<file path="src/verilog/sdi_lt_pkg.sv">
// constants and types shared by the loop-through and mode controller
package sdi_lt_pkg;

    // ****************************************************************
    // host register map
    // ****************************************************************
    localparam logic [11:0] ADDR_MODE_CTRL = 12'h0000;
    localparam logic [11:0] ADDR_FEATURE = 12'h0001;
    localparam logic [11:0] ADDR_STATUS = 12'h0002;
    localparam logic [11:0] ADDR_DRIVE = 12'h006D;

    // ****************************************************************
    // field positions
    // ****************************************************************
    localparam int MODE_HOST_BIT = 0;
    localparam int MODE_SEL_LSB = 1;
    localparam int FEAT_NRZI_BIT = 0;
    localparam int FEAT_DESCR_BIT = 1;
    localparam int WORD_ERR_BIT = 9;
    localparam int WORD_K_BIT = 8;

    // ****************************************************************
    // reset values
    // ****************************************************************
    localparam logic [15:0] MODE_CTRL_RST = 16'h0000;
    localparam logic [15:0] FEATURE_ALL = 16'hFFFF;
    localparam logic [15:0] DRIVE_RST = 16'h0000;
    localparam logic [15:0] RDATA_ZERO = 16'h0000;

    // ****************************************************************
    // sizes
    // ****************************************************************
    localparam int WORD_W = 10;
    localparam int REG_W = 16;
    localparam int ADDR_W = 12;
    localparam int STAT_W = 6;

    // ****************************************************************
    // operating modes
    // ****************************************************************
    typedef enum logic [1:0] {
        MODE_VIDEO,
        MODE_ASI,
        MODE_THRU,
        MODE_STANDBY
    } op_mode_t;

endpackage

</file>
<file path="src/verilog/bit_deserializer.sv">
// serial to parallel word builder, first bit lands in the msb
`timescale 1ns/1ps
`default_nettype none
module bit_deserializer #(
    parameter int W = 10
) (
    input wire logic i_clk,
    input wire logic i_rst,
    input wire logic i_bit,
    input wire logic i_valid,
    output logic [W-1:0] o_word,
    output logic o_word_valid
);

    localparam int CW = $clog2(W);
    localparam logic [CW-1:0] CNT_LAST = CW'(W - 1);

    logic [W-1:0] shift_r;
    logic [CW-1:0] cnt_r;

    // ****************************************************************
    // shift and count
    // ****************************************************************
    always_ff @(posedge i_clk) begin
        if (i_rst) begin
            shift_r <= '0;
            cnt_r <= '0;
        end else if (i_valid) begin
            shift_r <= {shift_r[W-2:0], i_bit};
            if (cnt_r == CNT_LAST) begin
                cnt_r <= '0;
            end else begin
                cnt_r <= cnt_r + 1'b1;
            end
        end
    end

    // ****************************************************************
    // word output
    // ****************************************************************
    always_ff @(posedge i_clk) begin
        if (i_rst) begin
            o_word <= '0;
            o_word_valid <= 1'b0;
        end else begin
            o_word_valid <= i_valid && (cnt_r == CNT_LAST);
            if (i_valid && (cnt_r == CNT_LAST)) begin
                o_word <= {shift_r[W-2:0], i_bit};
            end
        end
    end

endmodule
`default_nettype wire

</file>
<file path="src/verilog/sdi_loopthrough_mode_ctrl.sv">
// loop-through output select, operating modes and pin direction control
`timescale 1ns/1ps
`default_nettype none
module sdi_loopthrough_mode_ctrl
    import sdi_lt_pkg::*;
(
    input wire logic I_CLK_SYS,
    input wire logic I_RST,
    input wire logic I_SER_IN,
    input wire logic I_PLL_LOCK,
    input wire logic I_LOOP_OUT_ENABLE,
    input wire logic I_RETIME_SELECT,
    input wire logic I_STANDBY,
    input wire logic I_ASI_MODE_PIN,
    input wire logic I_VIDEO_BYPASS_PIN,
    input wire logic I_HOST_WR,
    input wire logic I_HOST_RD,
    input wire logic [ADDR_W-1:0] I_HOST_ADDR,
    input wire logic [REG_W-1:0] I_HOST_WDATA,
    output logic [REG_W-1:0] O_HOST_RDATA,
    output logic O_HOST_ACK,
    output logic O_HOST_REFUSED,
    output logic O_LOOP_SERIAL_OUT_P,
    output logic O_LOOP_SERIAL_OUT_N,
    output logic O_LOCKED,
    output logic O_ASI_MODE_PIN,
    output logic O_ASI_MODE_PIN_OE,
    output logic O_VIDEO_BYPASS_PIN,
    output logic O_VIDEO_BYPASS_PIN_OE,
    output logic [WORD_W-1:0] O_PARALLEL_OUT,
    output logic O_PARALLEL_OUT_OE,
    output logic [STAT_W-1:0] O_STATUS_OUT,
    output logic O_STATUS_OUT_OE,
    output logic O_PCLK,
    output logic O_PCLK_OE,
    output logic O_HOST_TEST_DATA_OUT,
    output logic O_HOST_TEST_DATA_OUT_OE,
    output logic [REG_W-1:0] O_DRIVE_STRENGTH
);

    logic buf_r;
    logic samp1_r;
    logic samp2_r;
    logic nrz_prev_r;
    logic [8:0] scr_r;
    logic strap_asi_r;
    logic strap_thru_r;
    logic [REG_W-1:0] mode_ctrl_r;
    logic [REG_W-1:0] feature_r;
    op_mode_t mode_r;
    op_mode_t mode_nxt;
    logic standby;
    logic refuse;
    logic nrz_bit;
    logic deser_bit;
    logic [WORD_W-1:0] deser_word;
    logic deser_valid;
    logic [WORD_W-1:0] asi_word;

    // ****************************************************************
    // 8b/10b decode: {err, k, hgf, edcba}
    // ****************************************************************
    function automatic logic [WORD_W-1:0] dec_8b10b(
        input logic [WORD_W-1:0] w
    );
        logic [4:0] lo;
        logic [2:0] hi;
        logic err;
        logic k;
        lo = 5'h00;
        hi = 3'h0;
        err = 1'b0;
        k = 1'b0;
        case (w[9:4])
            6'b100111, 6'b011000: lo = 5'd0;
            6'b011101, 6'b100010: lo = 5'd1;
            6'b101101, 6'b010010: lo = 5'd2;
            6'b110001: lo = 5'd3;
            6'b110101, 6'b001010: lo = 5'd4;
            6'b101001: lo = 5'd5;
            6'b011001: lo = 5'd6;
            6'b111000, 6'b000111: lo = 5'd7;
            6'b111001, 6'b000110: lo = 5'd8;
            6'b100101: lo = 5'd9;
            6'b010101: lo = 5'd10;
            6'b110100: lo = 5'd11;
            6'b001101: lo = 5'd12;
            6'b101100: lo = 5'd13;
            6'b011100: lo = 5'd14;
            6'b010111, 6'b101000: lo = 5'd15;
            6'b011011, 6'b100100: lo = 5'd16;
            6'b100011: lo = 5'd17;
            6'b010011: lo = 5'd18;
            6'b110010: lo = 5'd19;
            6'b001011: lo = 5'd20;
            6'b101010: lo = 5'd21;
            6'b011010: lo = 5'd22;
            6'b111010, 6'b000101: lo = 5'd23;
            6'b110011, 6'b001100: lo = 5'd24;
            6'b100110: lo = 5'd25;
            6'b010110: lo = 5'd26;
            6'b110110, 6'b001001: lo = 5'd27;
            6'b001110: lo = 5'd28;
            6'b101110, 6'b010001: lo = 5'd29;
            6'b011110, 6'b100001: lo = 5'd30;
            6'b101011, 6'b010100: lo = 5'd31;
            6'b001111, 6'b110000: begin
                lo = 5'd28;
                k = 1'b1;
            end
            default: err = 1'b1;
        endcase
        case (w[3:0])
            4'b1011, 4'b0100: hi = 3'd0;
            4'b1001, 4'b0110: hi = k ? {2'b00, ~w[0]} : 3'd1;
            4'b0101, 4'b1010: hi = k ? {1'b0, w[2], ~w[2]} : 3'd2;
            4'b1100, 4'b0011: hi = 3'd3;
            4'b1101, 4'b0010: hi = 3'd4;
            4'b1110, 4'b0001: hi = 3'd7;
            4'b0111, 4'b1000: hi = 3'd7;
            default: err = 1'b1;
        endcase
        if (k && (w[3:0] == 4'b1010 || w[3:0] == 4'b0101)) begin
            hi = w[9] ? 3'd5 : 3'd2;
        end
        if (k && (w[3:0] == 4'b1001 || w[3:0] == 4'b0110)) begin
            hi = w[9] ? 3'd6 : 3'd1;
        end
        return {err, k, hi, lo};
    endfunction

    // ****************************************************************
    // operating mode select
    // ****************************************************************
    assign standby = (mode_r == MODE_STANDBY);

    always_comb begin
        if (I_STANDBY) begin
            mode_nxt = MODE_STANDBY;
        end else if (mode_ctrl_r[MODE_HOST_BIT]) begin
            mode_nxt = op_mode_t'(mode_ctrl_r[MODE_SEL_LSB +: 2]);
        end else if (strap_asi_r) begin
            mode_nxt = MODE_ASI;
        end else if (strap_thru_r) begin
            mode_nxt = MODE_THRU;
        end else begin
            mode_nxt = MODE_VIDEO;
        end
    end

    always_ff @(posedge I_CLK_SYS) begin
        if (I_RST) begin
            mode_r <= MODE_VIDEO;
        end else begin
            mode_r <= mode_nxt;
        end
    end

    // mode pins are inputs in reset, so their levels are caught here
    always_ff @(posedge I_CLK_SYS) begin
        if (I_RST) begin
            strap_asi_r <= I_ASI_MODE_PIN;
            strap_thru_r <= I_VIDEO_BYPASS_PIN;
        end
    end

    // ****************************************************************
    // host register access
    // ****************************************************************
    // the mode register stays writable so host standby can be left
    assign refuse = (I_STANDBY || standby) &&
        !(I_HOST_WR && !I_STANDBY && I_HOST_ADDR == ADDR_MODE_CTRL);

    always_ff @(posedge I_CLK_SYS) begin
        if (I_RST) begin
            mode_ctrl_r <= MODE_CTRL_RST;
            O_DRIVE_STRENGTH <= DRIVE_RST;
        end else if (I_HOST_WR && !refuse) begin
            if (I_HOST_ADDR == ADDR_MODE_CTRL) begin
                mode_ctrl_r <= I_HOST_WDATA;
            end else if (I_HOST_ADDR == ADDR_DRIVE) begin
                O_DRIVE_STRENGTH <= I_HOST_WDATA;
            end
        end
    end

    always_ff @(posedge I_CLK_SYS) begin
        if (I_RST) begin
            feature_r <= FEATURE_ALL;
        end else if (mode_nxt == MODE_VIDEO && mode_r != MODE_VIDEO) begin
            feature_r <= FEATURE_ALL;
        end else if (I_HOST_WR && !refuse &&
                I_HOST_ADDR == ADDR_FEATURE) begin
            feature_r <= I_HOST_WDATA;
        end
    end

    always_ff @(posedge I_CLK_SYS) begin
        if (I_RST) begin
            O_HOST_ACK <= 1'b0;
            O_HOST_REFUSED <= 1'b0;
            O_HOST_RDATA <= RDATA_ZERO;
        end else begin
            O_HOST_ACK <= I_HOST_WR || I_HOST_RD;
            O_HOST_REFUSED <= (I_HOST_WR || I_HOST_RD) && refuse;
            if (!I_HOST_RD || refuse) begin
                O_HOST_RDATA <= RDATA_ZERO;
            end else if (I_HOST_ADDR == ADDR_MODE_CTRL) begin
                O_HOST_RDATA <= mode_ctrl_r;
            end else if (I_HOST_ADDR == ADDR_FEATURE) begin
                O_HOST_RDATA <= feature_r;
            end else if (I_HOST_ADDR == ADDR_STATUS) begin
                O_HOST_RDATA <= {11'h000, strap_thru_r, strap_asi_r,
                    O_LOCKED, mode_r};
            end else if (I_HOST_ADDR == ADDR_DRIVE) begin
                O_HOST_RDATA <= O_DRIVE_STRENGTH;
            end else begin
                O_HOST_RDATA <= RDATA_ZERO;
            end
        end
    end

    // ****************************************************************
    // serial stages and loop-through output
    // ****************************************************************
    always_ff @(posedge I_CLK_SYS) begin
        if (I_RST) begin
            buf_r <= 1'b0;
            samp1_r <= 1'b0;
            samp2_r <= 1'b0;
            O_LOCKED <= 1'b0;
        end else begin
            buf_r <= I_SER_IN;
            samp1_r <= I_SER_IN;
            samp2_r <= samp1_r;
            O_LOCKED <= I_PLL_LOCK && !I_STANDBY && !standby;
        end
    end

    always_ff @(posedge I_CLK_SYS) begin
        if (I_RST) begin
            O_LOOP_SERIAL_OUT_P <= 1'b1;
            O_LOOP_SERIAL_OUT_N <= 1'b1;
        end else if (!I_LOOP_OUT_ENABLE || I_STANDBY) begin
            O_LOOP_SERIAL_OUT_P <= 1'b1;
            O_LOOP_SERIAL_OUT_N <= 1'b1;
        end else if (I_RETIME_SELECT && !O_LOCKED) begin
            O_LOOP_SERIAL_OUT_P <= 1'b0;
            O_LOOP_SERIAL_OUT_N <= 1'b1;
        end else if (I_RETIME_SELECT) begin
            O_LOOP_SERIAL_OUT_P <= samp2_r;
            O_LOOP_SERIAL_OUT_N <= ~samp2_r;
        end else begin
            O_LOOP_SERIAL_OUT_P <= buf_r;
            O_LOOP_SERIAL_OUT_N <= ~buf_r;
        end
    end

    // ****************************************************************
    // parallel path: video decode then deserialize
    // ****************************************************************
    assign nrz_bit = feature_r[FEAT_NRZI_BIT] ? (samp2_r ^ nrz_prev_r) :
        samp2_r;

    always_comb begin
        case (mode_r)
            MODE_VIDEO: begin
                deser_bit = feature_r[FEAT_DESCR_BIT] ?
                    (nrz_bit ^ scr_r[3] ^ scr_r[8]) : nrz_bit;
            end
            default: deser_bit = samp2_r;
        endcase
    end

    always_ff @(posedge I_CLK_SYS) begin
        if (I_RST) begin
            nrz_prev_r <= 1'b0;
            scr_r <= 9'h000;
        end else begin
            nrz_prev_r <= samp2_r;
            scr_r <= {scr_r[7:0], nrz_bit};
        end
    end

    bit_deserializer #(
        .W(WORD_W)
    ) u_deser (
        .i_clk(I_CLK_SYS),
        .i_rst(I_RST),
        .i_bit(deser_bit),
        .i_valid(!standby),
        .o_word(deser_word),
        .o_word_valid(deser_valid)
    );

    assign asi_word = dec_8b10b(deser_word);

    always_ff @(posedge I_CLK_SYS) begin
        if (I_RST) begin
            O_PARALLEL_OUT <= '0;
            O_STATUS_OUT <= '0;
            O_PCLK <= 1'b0;
            O_HOST_TEST_DATA_OUT <= 1'b0;
        end else if (deser_valid && !standby) begin
            O_PCLK <= ~O_PCLK;
            O_HOST_TEST_DATA_OUT <= deser_word[0];
            case (mode_r)
                MODE_ASI: O_PARALLEL_OUT <= asi_word;
                default: O_PARALLEL_OUT <= deser_word;
            endcase
            O_STATUS_OUT <= {O_LOCKED, asi_word[WORD_K_BIT],
                asi_word[WORD_ERR_BIT], mode_r, 1'b1};
        end
    end

    // ****************************************************************
    // pin directions
    // ****************************************************************
    always_ff @(posedge I_CLK_SYS) begin
        if (I_RST) begin
            O_PARALLEL_OUT_OE <= 1'b0;
            O_STATUS_OUT_OE <= 1'b0;
            O_PCLK_OE <= 1'b0;
            O_HOST_TEST_DATA_OUT_OE <= 1'b0;
            O_ASI_MODE_PIN_OE <= 1'b0;
            O_VIDEO_BYPASS_PIN_OE <= 1'b0;
            O_ASI_MODE_PIN <= 1'b0;
            O_VIDEO_BYPASS_PIN <= 1'b0;
        end else begin
            O_PARALLEL_OUT_OE <= 1'b1;
            O_STATUS_OUT_OE <= 1'b1;
            O_PCLK_OE <= 1'b1;
            O_HOST_TEST_DATA_OUT_OE <= 1'b1;
            O_ASI_MODE_PIN_OE <= 1'b1;
            O_VIDEO_BYPASS_PIN_OE <= 1'b1;
            O_ASI_MODE_PIN <= (mode_r == MODE_ASI);
            O_VIDEO_BYPASS_PIN <= (mode_r == MODE_THRU);
        end
    end
endmodule
`default_nettype wire

</file>
<file path="config.mk">
export PLATFORM = sky130hd
export DESIGN_NAME = sdi_loopthrough_mode_ctrl
export DESIGN_NICKNAME = d
export VERILOG_FILES = /design/src/verilog/sdi_lt_pkg.sv /design/src/verilog/bit_deserializer.sv /design/src/verilog/sdi_loopthrough_mode_ctrl.sv
export SDC_FILE = /design/constraint.sdc
export NUM_CORES = 1
export LEC_CHECK = 0
export BUFFER_PORTS_ARGS = -buffer_cell sky130_fd_sc_hd__buf_4
export CELL_PAD_IN_SITES_DETAIL_PLACEMENT = 1
export CELL_PAD_IN_SITES_GLOBAL_PLACEMENT = 2
export CORE_AREA = 2 2 129 131
export CTS_BUF_LIST = sky130_fd_sc_hd__clkbuf_16
export DETAILED_ROUTE_END_ITERATION = 8
export DIE_AREA = 0 0 131 133
export PLACE_DENSITY = 0.84
export SYNTH_ARGS = -nofsm -noshare
export SYNTH_HDL_FRONTEND = slang
export SYNTH_HIERARCHICAL = 1
export SYNTH_SLANG_ARGS = --single-unit
</file>
<file path="constraint.sdc">
create_clock -name I_CLK_SYS -period 2.9 [get_ports I_CLK_SYS]
set_input_delay 0.145 -clock I_CLK_SYS [delete_from_list [all_inputs] [get_ports I_CLK_SYS]]
set_output_delay 0.145 -clock I_CLK_SYS [all_outputs]
set_load 0.005 [all_outputs]
</file>
# --- Word level (Yosys, flattened, before mapping) ---
# Index checks and enable logic that the tools add are counted.
totals:
  register_bits: 130
  word_cells: 193
  inputBits: 39
  out_inout_bits: 63
op_classes:
  n_bitwise: 9
  eq_ne: 69
  add_sub_neg: 1
  reduce_logical: 59
  n_mux: 28
op_table:
  columns: ["cell", "count"]
  rows:
  - ["$pmux W5 S31", 1]
  - ["$eq A6 B6 Y1 const B", 24]
  - ["$eq A6 B5 Y1 const B", 14]
  - ["$mux W16", 4]
  - ["$reduce_or A48 Y1", 1]
  - ["$eq A6 B4 Y1 const B", 7]
  - ["$reduce_or A2 Y1", 21]
  - ["$eq A4 B4 Y1 const B", 8]
  - ["$eq A6 B3 Y1 const B", 3]
  - ["$eq A4 B3 Y1 const B", 4]
  - ["$pmux W3 S5", 1]
  - ["$logic_and A1 B1 Y1", 14]
  - ["$reduce_or A14 Y1", 1]
  - ["$eq A12 B1 Y1 const B", 1]
  - ["$eq A12 B2 Y1 const B", 1]
  - ["$eq A12 B7 Y1 const B", 1]
  - ["$logic_not A12 Y1", 1]
  - ["$mux W3", 4]
  - ["$mux W1", 11]
  - ["$mux W10", 1]
  - ["$mux W2", 5]
  - ["$eq A4 B2 Y1 const B", 2]
  - ["$logic_not A1 Y1", 7]
  - ["$logic_or A1 B1 Y1", 6]
  - ["other kinds (13)", 23]

# --- Longest topological paths before layout ---
logic_depth:
  depth_word: 8
  ltp_mapped: 8
  depth_no_buf: 7

# --- Modules after synthesis ---
# The synthesis kept the hierarchy.
modules_own_cells:
  columns: ["mod", "area_each_um2", "cells_per_inst", "seq_area_each_um2", "instances"]
  rows:
  - ["sdi_loopthrough_mode_ctrl", 4852.2, 586, 2142.1, 1]
  - ["bit_deserializer", 848.3, 74, 480.5, 1]

# --- Worst setup path before layout ---
# Ideal clock, no wire load.
synth_timing:
  path_kind: "register to register"
  from: "register mode_r[1]"
  to: "register O_DRIVE_STRENGTH[10]"
  synth_period_minus_slack_ns: 1.791
  t_arrival_ns: 1.663
  setup_time_ns: 0.128
  slack_ns: 1.109
  required_ns: 2.772
  path_buffers: 2
  stages_incl_launch_ff: 9
  cell_sequence: "dfxtp_1 -> and2_2 -> inv_1 -> a21oi_1 -> nor4b_1 -> buf_4 -> buf_6 -> mux2i_1 -> nor2_1"
synth_via:
  elab_chain_len: 6
synth_rtl:
  columns: ["element", "line", "rtl"]
  rows:
  - ["start: declaration", "sdi_loopthrough_mode_ctrl.sv:50", "op_mode_t mode_r;"]
  - ["start signal: assignment", "sdi_loopthrough_mode_ctrl.sv:155", "mode_r <= mode_nxt;"]
  - ["$eq A2 B2 Y1", "sdi_loopthrough_mode_ctrl.sv:135", "assign standby = (mode_r == MODE_STANDBY);"]
  - ["$logic_or A1 B1 Y1", "sdi_loopthrough_mode_ctrl.sv:171", "assign refuse = (I_STANDBY || standby) &&"]
  - ["$logic_and A1 B1 Y1", "sdi_loopthrough_mode_ctrl.sv:171", null]
  - ["$logic_not A1 Y1", "sdi_loopthrough_mode_ctrl.sv:178", "end else if (I_HOST_WR && !refuse) begin"]
  - ["$logic_and A1 B1 Y1", "sdi_loopthrough_mode_ctrl.sv:178", null]
  - ["$reduce_and A3 Y1 (no line)", null, null]
  - ["end signal: assignment", "sdi_loopthrough_mode_ctrl.sv:177", "O_DRIVE_STRENGTH <= DRIVE_RST;"]
  - ["end signal: assignment", "sdi_loopthrough_mode_ctrl.sv:182", "O_DRIVE_STRENGTH <= I_HOST_WDATA;"]
  - ["end: declaration", "sdi_loopthrough_mode_ctrl.sv:38", "output logic [REG_W-1:0] O_DRIVE_STRENGTH"]
# Every way passes these cells.
# A chain may end at the register's enable or synchronous reset.

# --- Worst setup path after layout ---
layout_timing:
  from: "register u_deser.o_word[6]"
  to: "register O_PARALLEL_OUT[8]"
layout_via:
  elab_chain_len: 4
  word_cells_on_any_way: 5
  cone_classes: "eq/ne (2); mux (2); reduce/logical (1)"
layout_rtl:
  columns: ["element", "line", "rtl"]
  rows:
  - ["start: declaration", "bit_deserializer.sv:11", "output logic [W-1:0] o_word,"]
  - ["start signal: assignment", "bit_deserializer.sv:48", "o_word <= {shift_r[W-2:0], i_bit};"]
  - ["$eq A6 B4 Y1 or $eq A6 B6 Y1 (tied branches)", "sdi_loopthrough_mode_ctrl.sv:74", "case (w[9:4])"]
  - ["$reduce_or A2 Y1 *", null, null]
  - ["$mux W1 *", "sdi_loopthrough_mode_ctrl.sv:74", null]
  - ["$mux W10 *", "sdi_loopthrough_mode_ctrl.sv:307", "case (mode_r)"]
  - ["end signal: assignment", "sdi_loopthrough_mode_ctrl.sv:308", "MODE_ASI: O_PARALLEL_OUT <= asi_word;"]
  - ["end signal: assignment", "sdi_loopthrough_mode_ctrl.sv:309", "default: O_PARALLEL_OUT <= deser_word;"]
  - ["end: declaration", "sdi_loopthrough_mode_ctrl.sv:30", "output logic [WORD_W-1:0] O_PARALLEL_OUT,"]
# Every way passes the cells marked *; elsewhere a longest branch is shown, timed or not.

==> flow_summary.toml <==
[run_status]
outcome = "finished, final reports clean"

[setup_path]
cp_cell_sequence = "or2_1 -> or4_1 -> o41ai_1 -> o221ai_1 -> a21oi_1"
crit_family = "simple AND/OR/NAND/NOR gates"
crit_arrival_ns = 2.49
cp_num_cells = 5
r2r_cells = 5
max_stage_delay_ns = 0.60
cp-end-kind = "flop"
required_ns = 3.25
path_max_fanout = 26
cp_num_buf_inv = 0
crit_type = "reg -> reg"
cp_slowest_cell = "dfxtp_1"
start_kind = "flop"

[cts]
clk_latency_ns = 0.42
cts_resized = 0
h-tree-depth = 4
clock_path_buffers = 2
postCtsHoldBufs = 23
clkTransAtPathRegs_ns = 0.06
cts_root_buf = "clkbuf_16"
tritoncts = "yes"
cts_sinks = 130
postCtsSetupBuffers = 0
numCtsBuffers = 17

[global_routing]
grt.total_usage_pct = 20.6
grt_start_max_net_pins = 43
overflow = 0
grt_use_met3_pct = 4.21
grt.busiest_layer = "met2"
grt_pass1_vias = 5320
grt_use_met1_pct = 25.9
grt_pass1_wl_um = 28000
antenna_found_initial = 0
grt_use_met2_pct = 34.7

[detailed_routing]
drt-initial-drc-count = 350
wl_per_cell_um = 17.5
drt_pre_antenna_iters = 4
num_vias = 5183
drc = 0
drt-total-wl_um = 17500
postRouteAntennaNets = 0
routed_via_density = 5.20

[sta]
fmax_mhz = 466
setup_viol = 0
fin_crit_sh_pct = 73.9
rsz0062_at_grt = "no"
period_minus_slack_ns = 2.14
totalNegativeSetupSlack_ns = 0
drv_slew = 0
worst_pin_slew_ns = 0.909
slew_headroom_pct = 39.3
hold_violations = 0
skew_ns = 0.00770

[yosys]
synth_top_area_share_pct = 45.0
synth_edf_count = 2
synth.avg_cell_area_um2 = 8.64
syn_inst = 660
ys_async_sr_fraction_pct = 0
synth_cell_types = 69
yosys.area.top_type = "dfxtp_1"
synth_top_cells_by_area = "dfxtp_1, nor2_1, nand2_1, mux2i_1, a21oi_1"
synthFlopType = "dfxtp_1"
yosys_warnings = 6
synth_nets = 699
synth_seq_cells = 130
synth_most_common_cell = "dfxtp_1"
yosysSeqAreaShare_pct = 46.0
synth_commonest_cells = "dfxtp_1, nor2_1, nand2_1, a21oi_1, mux2i_1"
syn_area_um2 = 5700

[pwr]
switching_share_pct = 23.1
power_density_nw_per_um2 = 568
p_switching_mw = 0.971
clkPwrFrac_pct = 51.4
ir_drop_mv = 0.414
internal-power_mw = 3.23
seq_power_share_pct = 43.5
combPwrFrac_pct = 5.1
p_leak_nw = 2.90

[floorplanning]
die-area_um2 = 17400
die_y_um = 133
start_util_pct = 35.2
coreArea_um2 = 16200
rows = 47
num_io_pins = 102
die_w_um = 131

[placement]
io_buffers = 101
gp_congestion = 0.824
dp.cells = 942
hpwl_um = 11900

[finish]
antennaDiodeCount = 0
nets = 803
finalNonFillerCells = 997
fin_util_pct = 45.8
area_growth_pct = 29.9
drive_gt1_share_pct = 21.4

[worst_hold_path]
hold_depth = 3
hold_path_class = "in -> reg"

[job]
max_cap_viol_count = 0
[tightest hold or removal path, stage by stage]
cell,delay (ns)
buf_4,0.11
nor2_1,0.05
nor2_1,0.10
[sequential cells by signal, indices dropped and copies added (netlist names), 2 cells and up]
name / cells
mode_r: 2
O_HOST_RDATA: 16
O_DRIVE_STRENGTH: 16
O_STATUS_OUT: 6
u_deser/o_word: 10
O_PARALLEL_OUT: 10
feature_r: 16
u_deser/shift_r: 9
mode_ctrl_r: 16
scr_r: 9
u_deser/cnt_r: 4
[cells by family (layout without fill, tap and decap cells)]
logic type	count (synthesis)	after routing	synth area share (%)
DFF	130	130	46.0
and+or+nand+nor	285	285	24.7
xor gates and xnor gates	13	13	2.00
AOI/OAI and AO/OA	140	140	16.5
buffers and inverters	62	179	5.47
muxes	29	29	5.14
adders and majority gates	1	1	0.176
[layout by cell type, fill, tap and decap left out, types with 4 or more instances in the layout]
master	Yosys	final
a22oi_1	17	17
a211oi_1	7	7
o21ai_0	16	16
clkbuf_16	0	18
a22o_1	10	10
dfxtp_1	128	128
a31oi_1	5	5
nand2_1	90	90
nor3b_1	4	4
a21oi_1	45	45
clkinvlp_4	0	5
nand2b_1	6	6
inv_1	8	8
o21a_1	4	4
nor3_1	8	8
nor2_1	94	94
o22ai_1	4	4
nand3_1	24	24
xor2_1	6	6
a221oi_1	5	5
mux2i_1	27	27
dlygate4sd3_1	0	23
nor2b_1	23	23
buf_4	7	116
nand3b_1	4	4
o221ai_1	4	4
xnor2_1	7	7
[through the flow]
step | cell area [µm²] | hold WS [ns] | total power, mW | worst slack [ns]
after floorplan | 5700 | 0.217 | 1.95 | 1.11
after global placement | 6570 | 0.325 | 2.05 | 0.812
after detailed placement | 6570 | 0.324 | 2.05 | 0.689
after CTS | 7410 | 0.00537 | 4.25 | 0.763
after global routing | 7410 | 0.0555 | 4.35 | 0.460
final | 7410 | 0.0276 | 4.20 | 0.755
[power by group through the flow]
stage	Sequential [mW]	Combinational, mW	Clock (mW)
final	1.83	0.213	2.16
after global routing	1.83	0.231	2.28
after CTS	1.83	0.213	2.21
after detailed placement	1.87	0.186	0
after global placement	1.87	0.181	0
after floorplan	1.86	0.0880	0
[layout make-up]
cell class              instances  area [µm²]
clock inverters                14         154
flip-flops and latches        130        2620
multi-input cells             468        2770
well taps                     220         275
inverters                       8        30.0
fillers                      1905        8770
clock buffers                  18         450
repair buffers                139        1100
[path summary, 6_finish.rpt]
| kind | start | slack (ns) | endpoint |
|---|---|---|---|
| worst min-delay path | I_HOST_WR | 0.03 | O_HOST_ACK |
| worst max-delay path | u_deser/o_word[6] | 0.76 | O_PARALLEL_OUT[8] |
| worst max register to register | u_deser/o_word[6] | 0.76 | O_PARALLEL_OUT[8] |
| worst min register to register | scr_r[5] | 0.44 | scr_r[6] |
[per-layer routing]
layer | up-vias | share of wire (%)
met2 | 112 | 50
met5 | - | 0
met4 | 0 | 1.6
met3 | 25 | 3.4
li1 | 2512 | -
met1 | 2534 | 45
No activity file was read; power rests on OpenSTA's default activity.
